**src/rtl/bcbt_defs.vh**
```
`ifndef BCBT_DEFS_VH
`define BCBT_DEFS_VH

// apb register byte offsets
`define BCBT_CTRL_OFS 8'h00
`define BCBT_STAT_OFS 8'h04
`define BCBT_PC_OFS 8'h08
`define BCBT_ACC_OFS 8'h0c
`define BCBT_HX_OFS 8'h10
`define BCBT_SP_OFS 8'h14
`define BCBT_CCR_OFS 8'h18

// control and status bit positions
`define BCBT_CTRL_RUN 0
`define BCBT_CTRL_STEP 1
`define BCBT_STAT_BUSY 0
`define BCBT_STAT_ILL 1

// flag register bit positions
`define BCBT_CCR_V 7
`define BCBT_CCR_H 4
`define BCBT_CCR_I 3
`define BCBT_CCR_N 2
`define BCBT_CCR_Z 1
`define BCBT_CCR_C 0
`define BCBT_CCR_ONES 8'h60

// reset values
`define BCBT_PC_RST 16'h0000
`define BCBT_SP_RST 16'h00ff
`define BCBT_HX_RST 16'h0000
`define BCBT_ACC_RST 8'h00
`define BCBT_CCR_RST 8'h68

// relative branch opcodes
`define BCBT_OP_LOWER_SAME 8'h23
`define BCBT_OP_LOWER 8'h25
`define BCBT_OP_NEGATIVE 8'h2b
`define BCBT_OP_MASK_CLEAR 8'h2c
`define BCBT_OP_PIN_LOW 8'h2e
`define BCBT_OP_PIN_HIGH 8'h2f
`define BCBT_OP_SIGNED_LESS 8'h91
`define BCBT_OP_SIGNED_LE 8'h93

// bit-test opcodes; stack forms follow the prefix
`define BCBT_OP_PREFIX 8'h9e
`define BCBT_OP_BT_IMM 8'ha5
`define BCBT_OP_BT_DIR 8'hb5
`define BCBT_OP_BT_EXT 8'hc5
`define BCBT_OP_BT_IX2 8'hd5
`define BCBT_OP_BT_IX1 8'he5
`define BCBT_OP_BT_IX 8'hf5
`define BCBT_OP_BT_SP2 8'hd5
`define BCBT_OP_BT_SP1 8'he5

// branch target base and cycles per form
`define BCBT_REL_BASE 16'h0002
`define BCBT_CYC_BR 3'h3
`define BCBT_CYC_IMM 3'h2
`define BCBT_CYC_DIR 3'h3
`define BCBT_CYC_EXT 3'h4
`define BCBT_CYC_IX2 3'h4
`define BCBT_CYC_IX1 3'h3
`define BCBT_CYC_IX 3'h3
`define BCBT_CYC_SP2 3'h5
`define BCBT_CYC_SP1 3'h4

`endif

```
**src/rtl/bcbt_cond.v**
```verilog
`timescale 1ns/10ps
`default_nettype none
`include "bcbt_defs.vh"

// branch condition evaluator
module bcbt_cond (
    // opcode and inputs under test
    input wire [7:0] opcode,
    input wire [7:0] condition_flag_register,
    input wire irq_pin,
    // results
    output reg is_branch,
    output reg take
);
    // one condition per opcode; others are not branches
    always @* begin
        is_branch = 1'b1;
        take = 1'b0;
        case (opcode)
            `BCBT_OP_PIN_HIGH: take = irq_pin; // [RULE1]
            `BCBT_OP_PIN_LOW: take = ~irq_pin; // [RULE2]
            `BCBT_OP_SIGNED_LE: take = condition_flag_register[`BCBT_CCR_Z] | (condition_flag_register[`BCBT_CCR_N] ^ condition_flag_register[`BCBT_CCR_V]); // [RULE7]
            `BCBT_OP_LOWER: take = condition_flag_register[`BCBT_CCR_C]; // [RULE8]
            `BCBT_OP_LOWER_SAME: take = condition_flag_register[`BCBT_CCR_C] | condition_flag_register[`BCBT_CCR_Z]; // [RULE9]
            `BCBT_OP_NEGATIVE: take = condition_flag_register[`BCBT_CCR_N]; // [RULE10]
            `BCBT_OP_SIGNED_LESS: take = condition_flag_register[`BCBT_CCR_N] ^ condition_flag_register[`BCBT_CCR_V]; // [RULE13]
            `BCBT_OP_MASK_CLEAR: take = ~condition_flag_register[`BCBT_CCR_I]; // [RULE14]
            default: is_branch = 1'b0;
        endcase
    end
endmodule
`default_nettype wire

```
**src/rtl/bcbt_core.v**
```verilog
// Notes on behaviour
// RULE1 - pin-high branch 2f, taken on high pin
// RULE2 - pin-low branch 2e, taken on low pin
// RULE3 - target is opcode address plus two plus offset
// RULE4 - bit-test ands, writes neither accumulator nor memory
// RULE5 - bit-test clears v, sets n, z only
// RULE6 - bit-test in eight forms, stack forms prefixed
// RULE7 - signed less-equal 93: z or n xor v
// RULE8 - unsigned lower 25: carry set
// RULE9 - unsigned lower-same 23: carry or zero
// RULE10 - negative branch 2b: n set
// RULE11 - loads and stores copy msb into n
// RULE12 - moves and tests leave carry untouched
// RULE13 - signed less 91: n xor v
// RULE14 - mask-clear branch 2c: i flag zero
// RULE15 - taken adds sign-extended offset, else fall through
`timescale 1ns/10ps
`default_nettype none
`include "bcbt_defs.vh"

module bcbt_core (
    // clock, reset, enable
    input wire pclk,
    input wire presetn,
    input wire ce,
    // apb slave
    input wire psel,
    input wire penable,
    input wire pwrite,
    input wire [7:0] paddr,
    input wire [31:0] pwdata,
    output wire [31:0] prdata,
    output wire pready,
    output wire pslverr,
    // program memory read port, data valid in the read cycle
    output wire mem_rd,
    output wire [15:0] mem_addr,
    input wire [7:0] mem_rdata,
    // external interrupt pin level
    input wire irq_pin,
    // load or store from the rest of the processor
    input wire mv_valid,
    input wire mv_wide,
    input wire [15:0] mv_data,
    // status
    output wire busy
);
    // one-hot sequencer states
    localparam S_IDLE = 6'h01;
    localparam S_FETCH = 6'h02;
    localparam S_OP1 = 6'h04;
    localparam S_OP2 = 6'h08;
    localparam S_DATA = 6'h10;
    localparam S_HOLD = 6'h20;

    // architectural state
    reg [15:0] pc_ff, nxt_pc; // program counter
    reg [7:0] acc_ff, nxt_acc; // accumulator
    reg [15:0] hx_ff, nxt_hx; // index pair
    reg [15:0] sp_ff, nxt_sp; // stack pointer
    reg [7:0] ccr_ff, nxt_ccr; // condition flags
    // sequencer state
    reg [5:0] st_ff, nxt_st; // current state
    reg [15:0] opa_ff, nxt_opa; // address of the opcode
    reg [7:0] opc_ff, nxt_opc; // opcode under execution
    reg pre_ff, nxt_pre; // prefix byte seen
    reg [7:0] b1_ff, nxt_b1; // first operand byte
    reg [15:0] ea_ff, nxt_ea; // effective address
    reg [2:0] cnt_ff, nxt_cnt; // cycles spent so far
    reg [2:0] need_ff, nxt_need; // cycles the instruction takes
    // control and status
    reg run_ff, nxt_run; // free-running execution
    reg step_ff, nxt_step; // one-instruction request
    reg ill_ff, nxt_ill; // sticky unknown-opcode flag
    reg [31:0] prdata_ff; // read data of this transfer

    // helpers of the sequencer
    reg fin; // instruction work done; hold cycles may still follow
    reg bt_exec; // bit-test operand on the bus
    reg [2:0] d_need; // cycle count of decoded form
    reg [31:0] rd_mux; // register read selection
    reg hit; // address decodes to a register

    wire st_idle = st_ff[0];
    wire st_fetch = st_ff[1];
    wire st_data = st_ff[4];

    // opcode from the bus in fetch, held later
    wire [7:0] dop = st_fetch ? mem_rdata : opc_ff;

    // bit-test forms; stack forms follow the prefix
    wire d_imm = ~pre_ff & (dop == `BCBT_OP_BT_IMM); // [RULE6]
    wire d_dir = ~pre_ff & (dop == `BCBT_OP_BT_DIR); // [RULE6]
    wire d_ext = ~pre_ff & (dop == `BCBT_OP_BT_EXT); // [RULE6]
    wire d_ix2 = ~pre_ff & (dop == `BCBT_OP_BT_IX2); // [RULE6]
    wire d_ix1 = ~pre_ff & (dop == `BCBT_OP_BT_IX1); // [RULE6]
    wire d_ix = ~pre_ff & (dop == `BCBT_OP_BT_IX); // [RULE6]
    wire d_sp2 = pre_ff & (dop == `BCBT_OP_BT_SP2); // [RULE6]
    wire d_sp1 = pre_ff & (dop == `BCBT_OP_BT_SP1); // [RULE6]

    // branch decode and condition
    wire cond_br;
    wire cond_take;
    wire d_br = ~pre_ff & cond_br;
    wire d_two = d_ext | d_ix2 | d_sp2;
    wire d_bt = d_imm | d_dir | d_two | d_ix1 | d_ix | d_sp1;
    wire d_valid = d_br | d_bt;

    // flag values from the helper
    wire bt_n;
    wire bt_z;
    wire mv_n;
    wire mv_z;

    // cycle bookkeeping
    wire [2:0] cnt_inc = cnt_ff + 3'h1;
    wire done_now = (cnt_inc >= need_ff);

    // offset sign-extended onto opcode address plus two
    wire [15:0] rel_ext = {{8{mem_rdata[7]}}, mem_rdata}; // [RULE15]
    wire [15:0] br_target = opa_ff + `BCBT_REL_BASE + rel_ext; // [RULE3]

    // address offsets of the indexed and stack forms
    wire [15:0] off8 = {8'h00, mem_rdata};
    wire [15:0] off16 = {b1_ff, mem_rdata};

    // apb phases
    wire apb_setup = psel & ~penable & ce;
    wire apb_wr = psel & penable & pwrite & ce;

    bcbt_cond u_cond (
        .opcode(dop),
        .condition_flag_register(ccr_ff),
        .irq_pin(irq_pin),
        .is_branch(cond_br),
        .take(cond_take)
    );

    bcbt_flags u_flags (
        .acc(acc_ff),
        .opnd(mem_rdata),
        .mv_wide(mv_wide),
        .mv_data(mv_data),
        .bt_n(bt_n),
        .bt_z(bt_z),
        .mv_n(mv_n),
        .mv_z(mv_z)
    );

    // cycles of the decoded form
    always @* begin
        if (d_br) begin
            d_need = `BCBT_CYC_BR; // [RULE3]
        end else if (d_imm) begin
            d_need = `BCBT_CYC_IMM;
        end else if (d_dir) begin
            d_need = `BCBT_CYC_DIR;
        end else if (d_ext) begin
            d_need = `BCBT_CYC_EXT;
        end else if (d_ix2) begin
            d_need = `BCBT_CYC_IX2;
        end else if (d_ix1) begin
            d_need = `BCBT_CYC_IX1;
        end else if (d_ix) begin
            d_need = `BCBT_CYC_IX;
        end else if (d_sp2) begin
            d_need = `BCBT_CYC_SP2;
        end else begin
            d_need = `BCBT_CYC_SP1;
        end
    end

    // register read decode; unused bits read as zero, except flag bits 6:5, which read as one
    always @* begin
        hit = 1'b1;
        rd_mux = 32'h0000_0000;
        case (paddr)
            `BCBT_CTRL_OFS: begin
                rd_mux[`BCBT_CTRL_RUN] = run_ff;
                rd_mux[`BCBT_CTRL_STEP] = step_ff;
            end
            `BCBT_STAT_OFS: begin
                rd_mux[`BCBT_STAT_BUSY] = ~st_idle;
                rd_mux[`BCBT_STAT_ILL] = ill_ff;
                rd_mux[15:8] = opc_ff;
            end
            `BCBT_PC_OFS: rd_mux[15:0] = pc_ff;
            `BCBT_ACC_OFS: rd_mux[7:0] = acc_ff;
            `BCBT_HX_OFS: rd_mux[15:0] = hx_ff;
            `BCBT_SP_OFS: rd_mux[15:0] = sp_ff;
            `BCBT_CCR_OFS: rd_mux[7:0] = ccr_ff | `BCBT_CCR_ONES;
            default: hit = 1'b0;
        endcase
    end

    // software writes first, hardware after,
    // so the hardware update beats a same-cycle software write
    always @* begin
        nxt_pc = pc_ff;
        nxt_acc = acc_ff;
        nxt_hx = hx_ff;
        nxt_sp = sp_ff;
        nxt_ccr = ccr_ff;
        nxt_st = st_ff;
        nxt_opa = opa_ff;
        nxt_opc = opc_ff;
        nxt_pre = pre_ff;
        nxt_b1 = b1_ff;
        nxt_ea = ea_ff;
        nxt_cnt = cnt_ff;
        nxt_need = need_ff;
        nxt_run = run_ff;
        nxt_step = step_ff;
        nxt_ill = ill_ff;
        fin = 1'b0;
        bt_exec = 1'b0;

        // register writes; pc, acc, hx, sp and flags change only while idle,
        // so only control and status writes can race the sequencer
        if (apb_wr) begin
            case (paddr)
                `BCBT_CTRL_OFS: begin
                    nxt_run = pwdata[`BCBT_CTRL_RUN];
                    if (pwdata[`BCBT_CTRL_STEP]) begin
                        nxt_step = 1'b1;
                    end
                end
                `BCBT_STAT_OFS: begin
                    if (pwdata[`BCBT_STAT_ILL]) begin
                        nxt_ill = 1'b0;
                    end
                end
                `BCBT_PC_OFS: if (st_idle) nxt_pc = pwdata[15:0];
                `BCBT_ACC_OFS: if (st_idle) nxt_acc = pwdata[7:0];
                `BCBT_HX_OFS: if (st_idle) nxt_hx = pwdata[15:0];
                `BCBT_SP_OFS: if (st_idle) nxt_sp = pwdata[15:0];
                `BCBT_CCR_OFS: if (st_idle) nxt_ccr = pwdata[7:0];
                default: nxt_run = run_ff;
            endcase
        end

        case (st_ff)
            // wait for run or a single step
            S_IDLE: begin
                if (run_ff | step_ff) begin
                    nxt_step = 1'b0;
                    nxt_cnt = 3'h0;
                    nxt_st = S_FETCH;
                end
            end
            // opcode byte or its prefix
            S_FETCH: begin
                if (~pre_ff & (mem_rdata == `BCBT_OP_PREFIX)) begin
                    nxt_pre = 1'b1; // [RULE6]
                    nxt_pc = pc_ff + 16'h0001;
                    nxt_cnt = cnt_inc;
                end else if (d_valid) begin
                    nxt_opc = mem_rdata;
                    nxt_opa = pc_ff;
                    nxt_pc = pc_ff + 16'h0001;
                    nxt_cnt = cnt_inc;
                    nxt_need = d_need;
                    if (d_ix) begin
                        nxt_ea = hx_ff;
                        nxt_st = S_DATA;
                    end else begin
                        nxt_st = S_OP1;
                    end
                end else begin
                    // unknown code: stop rather than guess
                    nxt_ill = 1'b1;
                    nxt_run = 1'b0;
                    nxt_pre = 1'b0;
                    nxt_cnt = 3'h0;
                    nxt_st = S_IDLE;
                end
            end
            // offset, immediate, or first address byte
            S_OP1: begin
                nxt_b1 = mem_rdata;
                nxt_pc = pc_ff + 16'h0001;
                nxt_cnt = cnt_inc;
                if (d_br) begin
                    // flags are never touched by a branch
                    if (cond_take) begin
                        nxt_pc = br_target; // [RULE15] [RULE3]
                    end
                    fin = 1'b1;
                end else if (d_imm) begin
                    bt_exec = 1'b1;
                    fin = 1'b1;
                end else if (d_two) begin
                    nxt_st = S_OP2;
                end else if (d_dir) begin
                    nxt_ea = off8;
                    nxt_st = S_DATA;
                end else if (d_ix1) begin
                    nxt_ea = hx_ff + off8;
                    nxt_st = S_DATA;
                end else begin
                    nxt_ea = sp_ff + off8;
                    nxt_st = S_DATA;
                end
            end
            // second address byte of the 16-bit forms
            S_OP2: begin
                nxt_pc = pc_ff + 16'h0001;
                nxt_cnt = cnt_inc;
                nxt_st = S_DATA;
                if (d_ext) begin
                    nxt_ea = off16;
                end else if (d_ix2) begin
                    nxt_ea = hx_ff + off16;
                end else begin
                    nxt_ea = sp_ff + off16;
                end
            end
            // operand read and tested in one cycle
            S_DATA: begin
                nxt_cnt = cnt_inc;
                bt_exec = 1'b1;
                fin = 1'b1;
            end
            // pad to the cycle count
            S_HOLD: begin
                nxt_cnt = cnt_inc;
                fin = 1'b1;
            end
            default: begin
                nxt_st = S_IDLE;
            end
        endcase

        // end once its cycles are used up
        if (fin) begin
            if (done_now) begin
                nxt_cnt = 3'h0;
                nxt_pre = 1'b0;
                nxt_st = run_ff ? S_FETCH : S_IDLE;
            end else begin
                nxt_st = S_HOLD;
            end
        end

        // bit-test sets flags only; acc kept
        if (bt_exec) begin
            nxt_ccr[`BCBT_CCR_V] = 1'b0; // [RULE5]
            nxt_ccr[`BCBT_CCR_N] = bt_n; // [RULE5] [RULE4]
            nxt_ccr[`BCBT_CCR_Z] = bt_z; // [RULE5]
        end else if (mv_valid) begin
            // h, i and c kept
            nxt_ccr[`BCBT_CCR_V] = 1'b0;
            nxt_ccr[`BCBT_CCR_N] = mv_n; // [RULE11] [RULE12]
            nxt_ccr[`BCBT_CCR_Z] = mv_z;
        end
    end

    // state registers; a low enable freezes everything
    always @(posedge pclk or negedge presetn) begin
        if (!presetn) begin
            pc_ff <= `BCBT_PC_RST;
            acc_ff <= `BCBT_ACC_RST;
            hx_ff <= `BCBT_HX_RST;
            sp_ff <= `BCBT_SP_RST;
            ccr_ff <= `BCBT_CCR_RST;
            st_ff <= S_IDLE;
            opa_ff <= 16'h0000;
            opc_ff <= 8'h00;
            pre_ff <= 1'b0;
            b1_ff <= 8'h00;
            ea_ff <= 16'h0000;
            cnt_ff <= 3'h0;
            need_ff <= 3'h0;
            run_ff <= 1'b0;
            step_ff <= 1'b0;
            ill_ff <= 1'b0;
        end else if (ce) begin
            pc_ff <= nxt_pc;
            acc_ff <= nxt_acc;
            hx_ff <= nxt_hx;
            sp_ff <= nxt_sp;
            ccr_ff <= nxt_ccr;
            st_ff <= nxt_st;
            opa_ff <= nxt_opa;
            opc_ff <= nxt_opc;
            pre_ff <= nxt_pre;
            b1_ff <= nxt_b1;
            ea_ff <= nxt_ea;
            cnt_ff <= nxt_cnt;
            need_ff <= nxt_need;
            run_ff <= nxt_run;
            step_ff <= nxt_step;
            ill_ff <= nxt_ill;
        end
    end

    // read data latched in setup, held for access
    always @(posedge pclk or negedge presetn) begin
        if (!presetn) begin
            prdata_ff <= 32'h0000_0000;
        end else if (apb_setup) begin
            prdata_ff <= pwrite ? 32'h0000_0000 : rd_mux;
        end
    end

    // zero wait unless the enable is low
    assign prdata = prdata_ff;
    assign pready = ce;
    assign pslverr = psel & penable & ~hit;

    // reads come from pc or the operand address
    assign mem_rd = ce & (st_ff[1] | st_ff[2] | st_ff[3] | st_ff[4]);
    assign mem_addr = st_data ? ea_ff : pc_ff;
    assign busy = ~st_idle;
endmodule
`default_nettype wire

```
**src/rtl/bcbt_flags.v**
```verilog
`timescale 1ns/10ps
`default_nettype none

// flag values for bit-test and for register moves
module bcbt_flags (
    // bit-test operands
    input wire [7:0] acc,
    input wire [7:0] opnd,
    // value moved by a load or store
    input wire mv_wide,
    input wire [15:0] mv_data,
    // bit-test flags
    output wire bt_n,
    output wire bt_z,
    // move flags
    output wire mv_n,
    output wire mv_z
);
    // the and result is never stored
    wire [7:0] and_res = acc & opnd; // [RULE4]

    assign bt_n = and_res[7]; // [RULE5]
    assign bt_z = (and_res == 8'h00); // [RULE5]

    // n follows the msb of the byte or pair moved
    assign mv_n = mv_wide ? mv_data[15] : mv_data[7]; // [RULE11]
    assign mv_z = mv_wide ? (mv_data == 16'h0000) : (mv_data[7:0] == 8'h00);
endmodule
`default_nettype wire

```
**config.mk**
```make
export PLATFORM = sky130hd
export DESIGN_NAME = bcbt_core
export DESIGN_NICKNAME = d
export VERILOG_FILES = /design/src/rtl/bcbt_cond.v /design/src/rtl/bcbt_core.v /design/src/rtl/bcbt_flags.v
export VERILOG_INCLUDE_DIRS = /design/src /design/src/rtl
export SDC_FILE = /design/constraint.sdc
export NUM_CORES = 1
export LEC_CHECK = 0
export BUFFER_PORTS_ARGS = -buffer_cell sky130_fd_sc_hd__buf_2
export CORE_MARGIN = 8
export CORE_UTILIZATION = 50
export DETAILED_ROUTE_END_ITERATION = 8
export PLACE_DENSITY = 0.67
export SETUP_SLACK_MARGIN = 0.05
export SLEW_MARGIN = 15
export SYNTH_ARGS = -nofsm -noshare
export SYNTH_HDL_FRONTEND = slang
export SYNTH_SLANG_ARGS = --single-unit
```
**constraint.sdc**
```tcl
create_clock -name pclk -period 7.2 [get_ports pclk]
set_input_delay 0.36 -clock pclk [delete_from_list [all_inputs] [get_ports pclk]]
set_output_delay 0.36 -clock pclk [all_outputs]
set_load 0.02 [all_outputs]
```
==> metrics <==
status complete, no violations; Worst Tran Pin Value 1.08 ns; area grow syn2layout 10.3%; FILL cells 1977; final core occ 0.563; commonest cells after routing, fill and taps aside 156 x nand2_1, 132 x dfrtp_1, 104 x mux2_2; largest net degree at the start of global routing 99; Synth top area share 0.296; Clk pwr share 0.360; synthesized area 0.0111 mm²; Setup TNS 0 ns; Worst setup SP type flop; row count 54; worst skew pair latency 0.43 ns; Compound-Gate Fraction of Synth Area 0.217; HPWL Detailed 27300 µm; final wirelength 37100 µm; post-CTS resize count 0; initial core utilization 0.510; DRC 0; Combinational Power Share 0.252; CTS tree yes; uppermost layer routed met5; Root Driver clkbuf_16; Max transition margin 0.279; final setup fails 0; largest cells by area after synthesis dfrtp_1 30%, mux2_2 11%, ha_1 6.4%; Max rail drop VDD 0.000148 V; crit share post-route 0.665; critical path peak fanout 35; minimum clock period 4.79 ns; Post-layout nets 1427; Critical Path RT 7.56 ns; number of setup buffers added after CTS 0; Primary FF master, synth dfrtp_1; post-synth top area cell dfrtp_1; HP Class in -> async; CP endpoint kind flop; clk buf depth 2; Core Region 0.0218 mm²; die area 0.0273 mm²; total grt overflow 0; H-tree levels 4; clock sink count 142; Sequential Power Share 0.388; DR WL met2 15600 µm; WL/cell 23.4 µm; Post-synth ARST share 1.00; unrepaired setup endpoints after global routing no; GRT Total Usage 0.275; distinct cell type count of the synthesized netlist 86; first-pass GRT wire length 57700 µm; final hold violation count 0; most common cell after layout, fill and taps aside nand2_1; P_int 0.00169 W; Seq/Total Area, Yosys 0.320; wl on met1 16000 µm; Worst Setup Path Type reg -> reg; Worst Path Arrival 5.14 ns; Sw Pwr 0.000920 W; Layout Skew 0.00990 ns; main combinational cell family by area after synthesis compound AO/OA/AOI/OAI gates; first-pass detailed-route iteration total 5; via count 10400; Pwr Density 212 mW/mm²; DR vias/cell 6.56; initial antenna violation count 1; Leak Pwr 5.72 nW; TritonCTS Buffers 17; synth warn 0; Ports 125; adder-cell share of the synthesized area 0.0694; Maximum Capacitance Violations 0; post-synthesis register bit count 142; Routed Antenna Nets 0; highest clock rate 209 MHz; Die H 165 µm; post-synthesis xor/xnor area fraction 0.0385; Port Buffers 92; die width 165 µm; share of cells above drive strength 1 0.212; number of diodes 0; Clock transition at path regs 0.06 ns; EDFF count, synth 0; switch share 0.352; vias in the first global route 9802; Slew Limit Fails 0; Syn Area/Cell 8.96 µm²; drt initial violations 1164; GPL Wtd Cong 0.969; number of hold buffers added after CTS 0; Mapped Cells 1244; Synth Area in Simple Gates 0.177; post-synthesis mux area share 0.130; WL met3 3870 µm
## Yosys cell counts, types with 6 or more instances
library cell	instances
nor2b_1	9
a22o_1	20
mux2_2	104
xnor2_1	24
nand4_1	11
dfrtp_1	132
a21oi_1	65
and2_1	10
o211ai_1	13
mux2i_1	22
o21a_1	8
a31oi_1	25
buf_2	14
nor2_1	75
nand2_1	156
and3_1	20
a211oi_1	9
o22ai_1	9
inv_1	24
nand3b_1	8
dfstp_2	10
nor3b_1	6
a21o_1	14
nand2b_1	9
o21bai_1	7
a221oi_1	15
o21ai_0	61
clkbuf_1	48
nor4_1	9
ha_1	57
a22oi_1	14
nand3_1	36
xor2_1	25
nor3_1	32
a222oi_1	9
buf_4	21
## metal layers
metal	up-vias	track usage
li1	4716	-
met1	4986	0.379
met2	591	0.402
met3	110	0.0595
met4	2	0.133
met5	-	0
## sequential cells by signal, indices dropped and copies added, names as in the netlist, 3 cells and up
signal   flops
b1_ff        8
opa_ff      16
need_ff      3
ccr_ff       6
prdata      16
cnt_ff       3
hx_ff       16
st_ff        6
opc_ff       8
acc_ff       8
ea_ff       16
pc_ff       16
sp_ff       16
## power groups by stage
stage                     Combinational [W]  Sequential (W)  Clock (W)
after global routing               0.000727         0.00102   0.000975
after global placement             0.000637         0.00102          0
final                              0.000658         0.00101   0.000939
after floorplan                    0.000512        0.000918          0
after detailed placement           0.000645         0.00102          0
after CTS                          0.000651         0.00100   0.000940
## final timing paths
| check | startpoint | end | slack [ns] | cells after the start |
|---|---|---|---|---|
| worst max register to register | st_ff[1] | ea_ff[15] | 2.41 | 14 |
| max in group asynchronous | presetn | ea_ff[9] | 6.04 | 2 |
| worst min-delay path | presetn | ccr_ff[1] | 0.01 | 1 |
| worst max-delay path | st_ff[1] | ea_ff[15] | 2.41 | 14 |
| worst min register to register | prdata[10] | prdata[10] | 0.47 | 2 |
| min in group pclk | mv_valid | ccr_ff[7] | 0.19 | 2 |
## area by class of cell
type                       instances  area (µm²)  area share
clock inverter                     9         133      0.0108
clock buffer                      23         478      0.0389
tap                              280         350      0.0285
inverter                          24        90.1     0.00733
sequential                       142        3570       0.290
timing repair buffer             105         564      0.0459
multi-input combinational       1004        7100       0.578
## stage by stage
step	hold WS [ns]	worst slack, ns	cell area [µm²]	power, W	instances
after floorplan	0.0644	3.28	11200	0.00143	1259
after global placement	0.460	2.63	11700	0.00165	1555
after detailed placement	0.467	2.57	11700	0.00166	1555
after CTS	0.0792	2.55	12300	0.00260	1587
after global routing	0.112	2.14	12300	0.00272	1587
final	0.0115	2.41	12300	0.00261	1587
## worst max-delay path: stages, from the launching register on
cell and delay [ns]:
dfrtp_1 0.36, buf_4 0.24, and2_1 0.22, and3_1 0.32
o211ai_4 0.70, mux2_2 0.43, ha_1 0.29, a211oi_1 0.39
o21ai_0 0.24, and4_1 0.26, o31ai_1 0.46, a211o_1 0.22
o21ai_0 0.10, or3_1 0.35, a31oi_1 0.12
## cells by family (layout without fill, tap and decap cells)
| logic type | count (synthesis) | count (layout) |
|---|---|---|
| AOI/OAI and AO/OA | 339 | 339 |
| and+or+nand+nor | 411 | 411 |
| buffers and inverters | 113 | 161 |
| muxes | 129 | 129 |
| other | 1 | 16 |
| adders and majority gates | 60 | 60 |
| DFF | 142 | 142 |
| xor gates and xnor gates | 49 | 49 |
No activity file was read; power rests on OpenSTA's default activity.
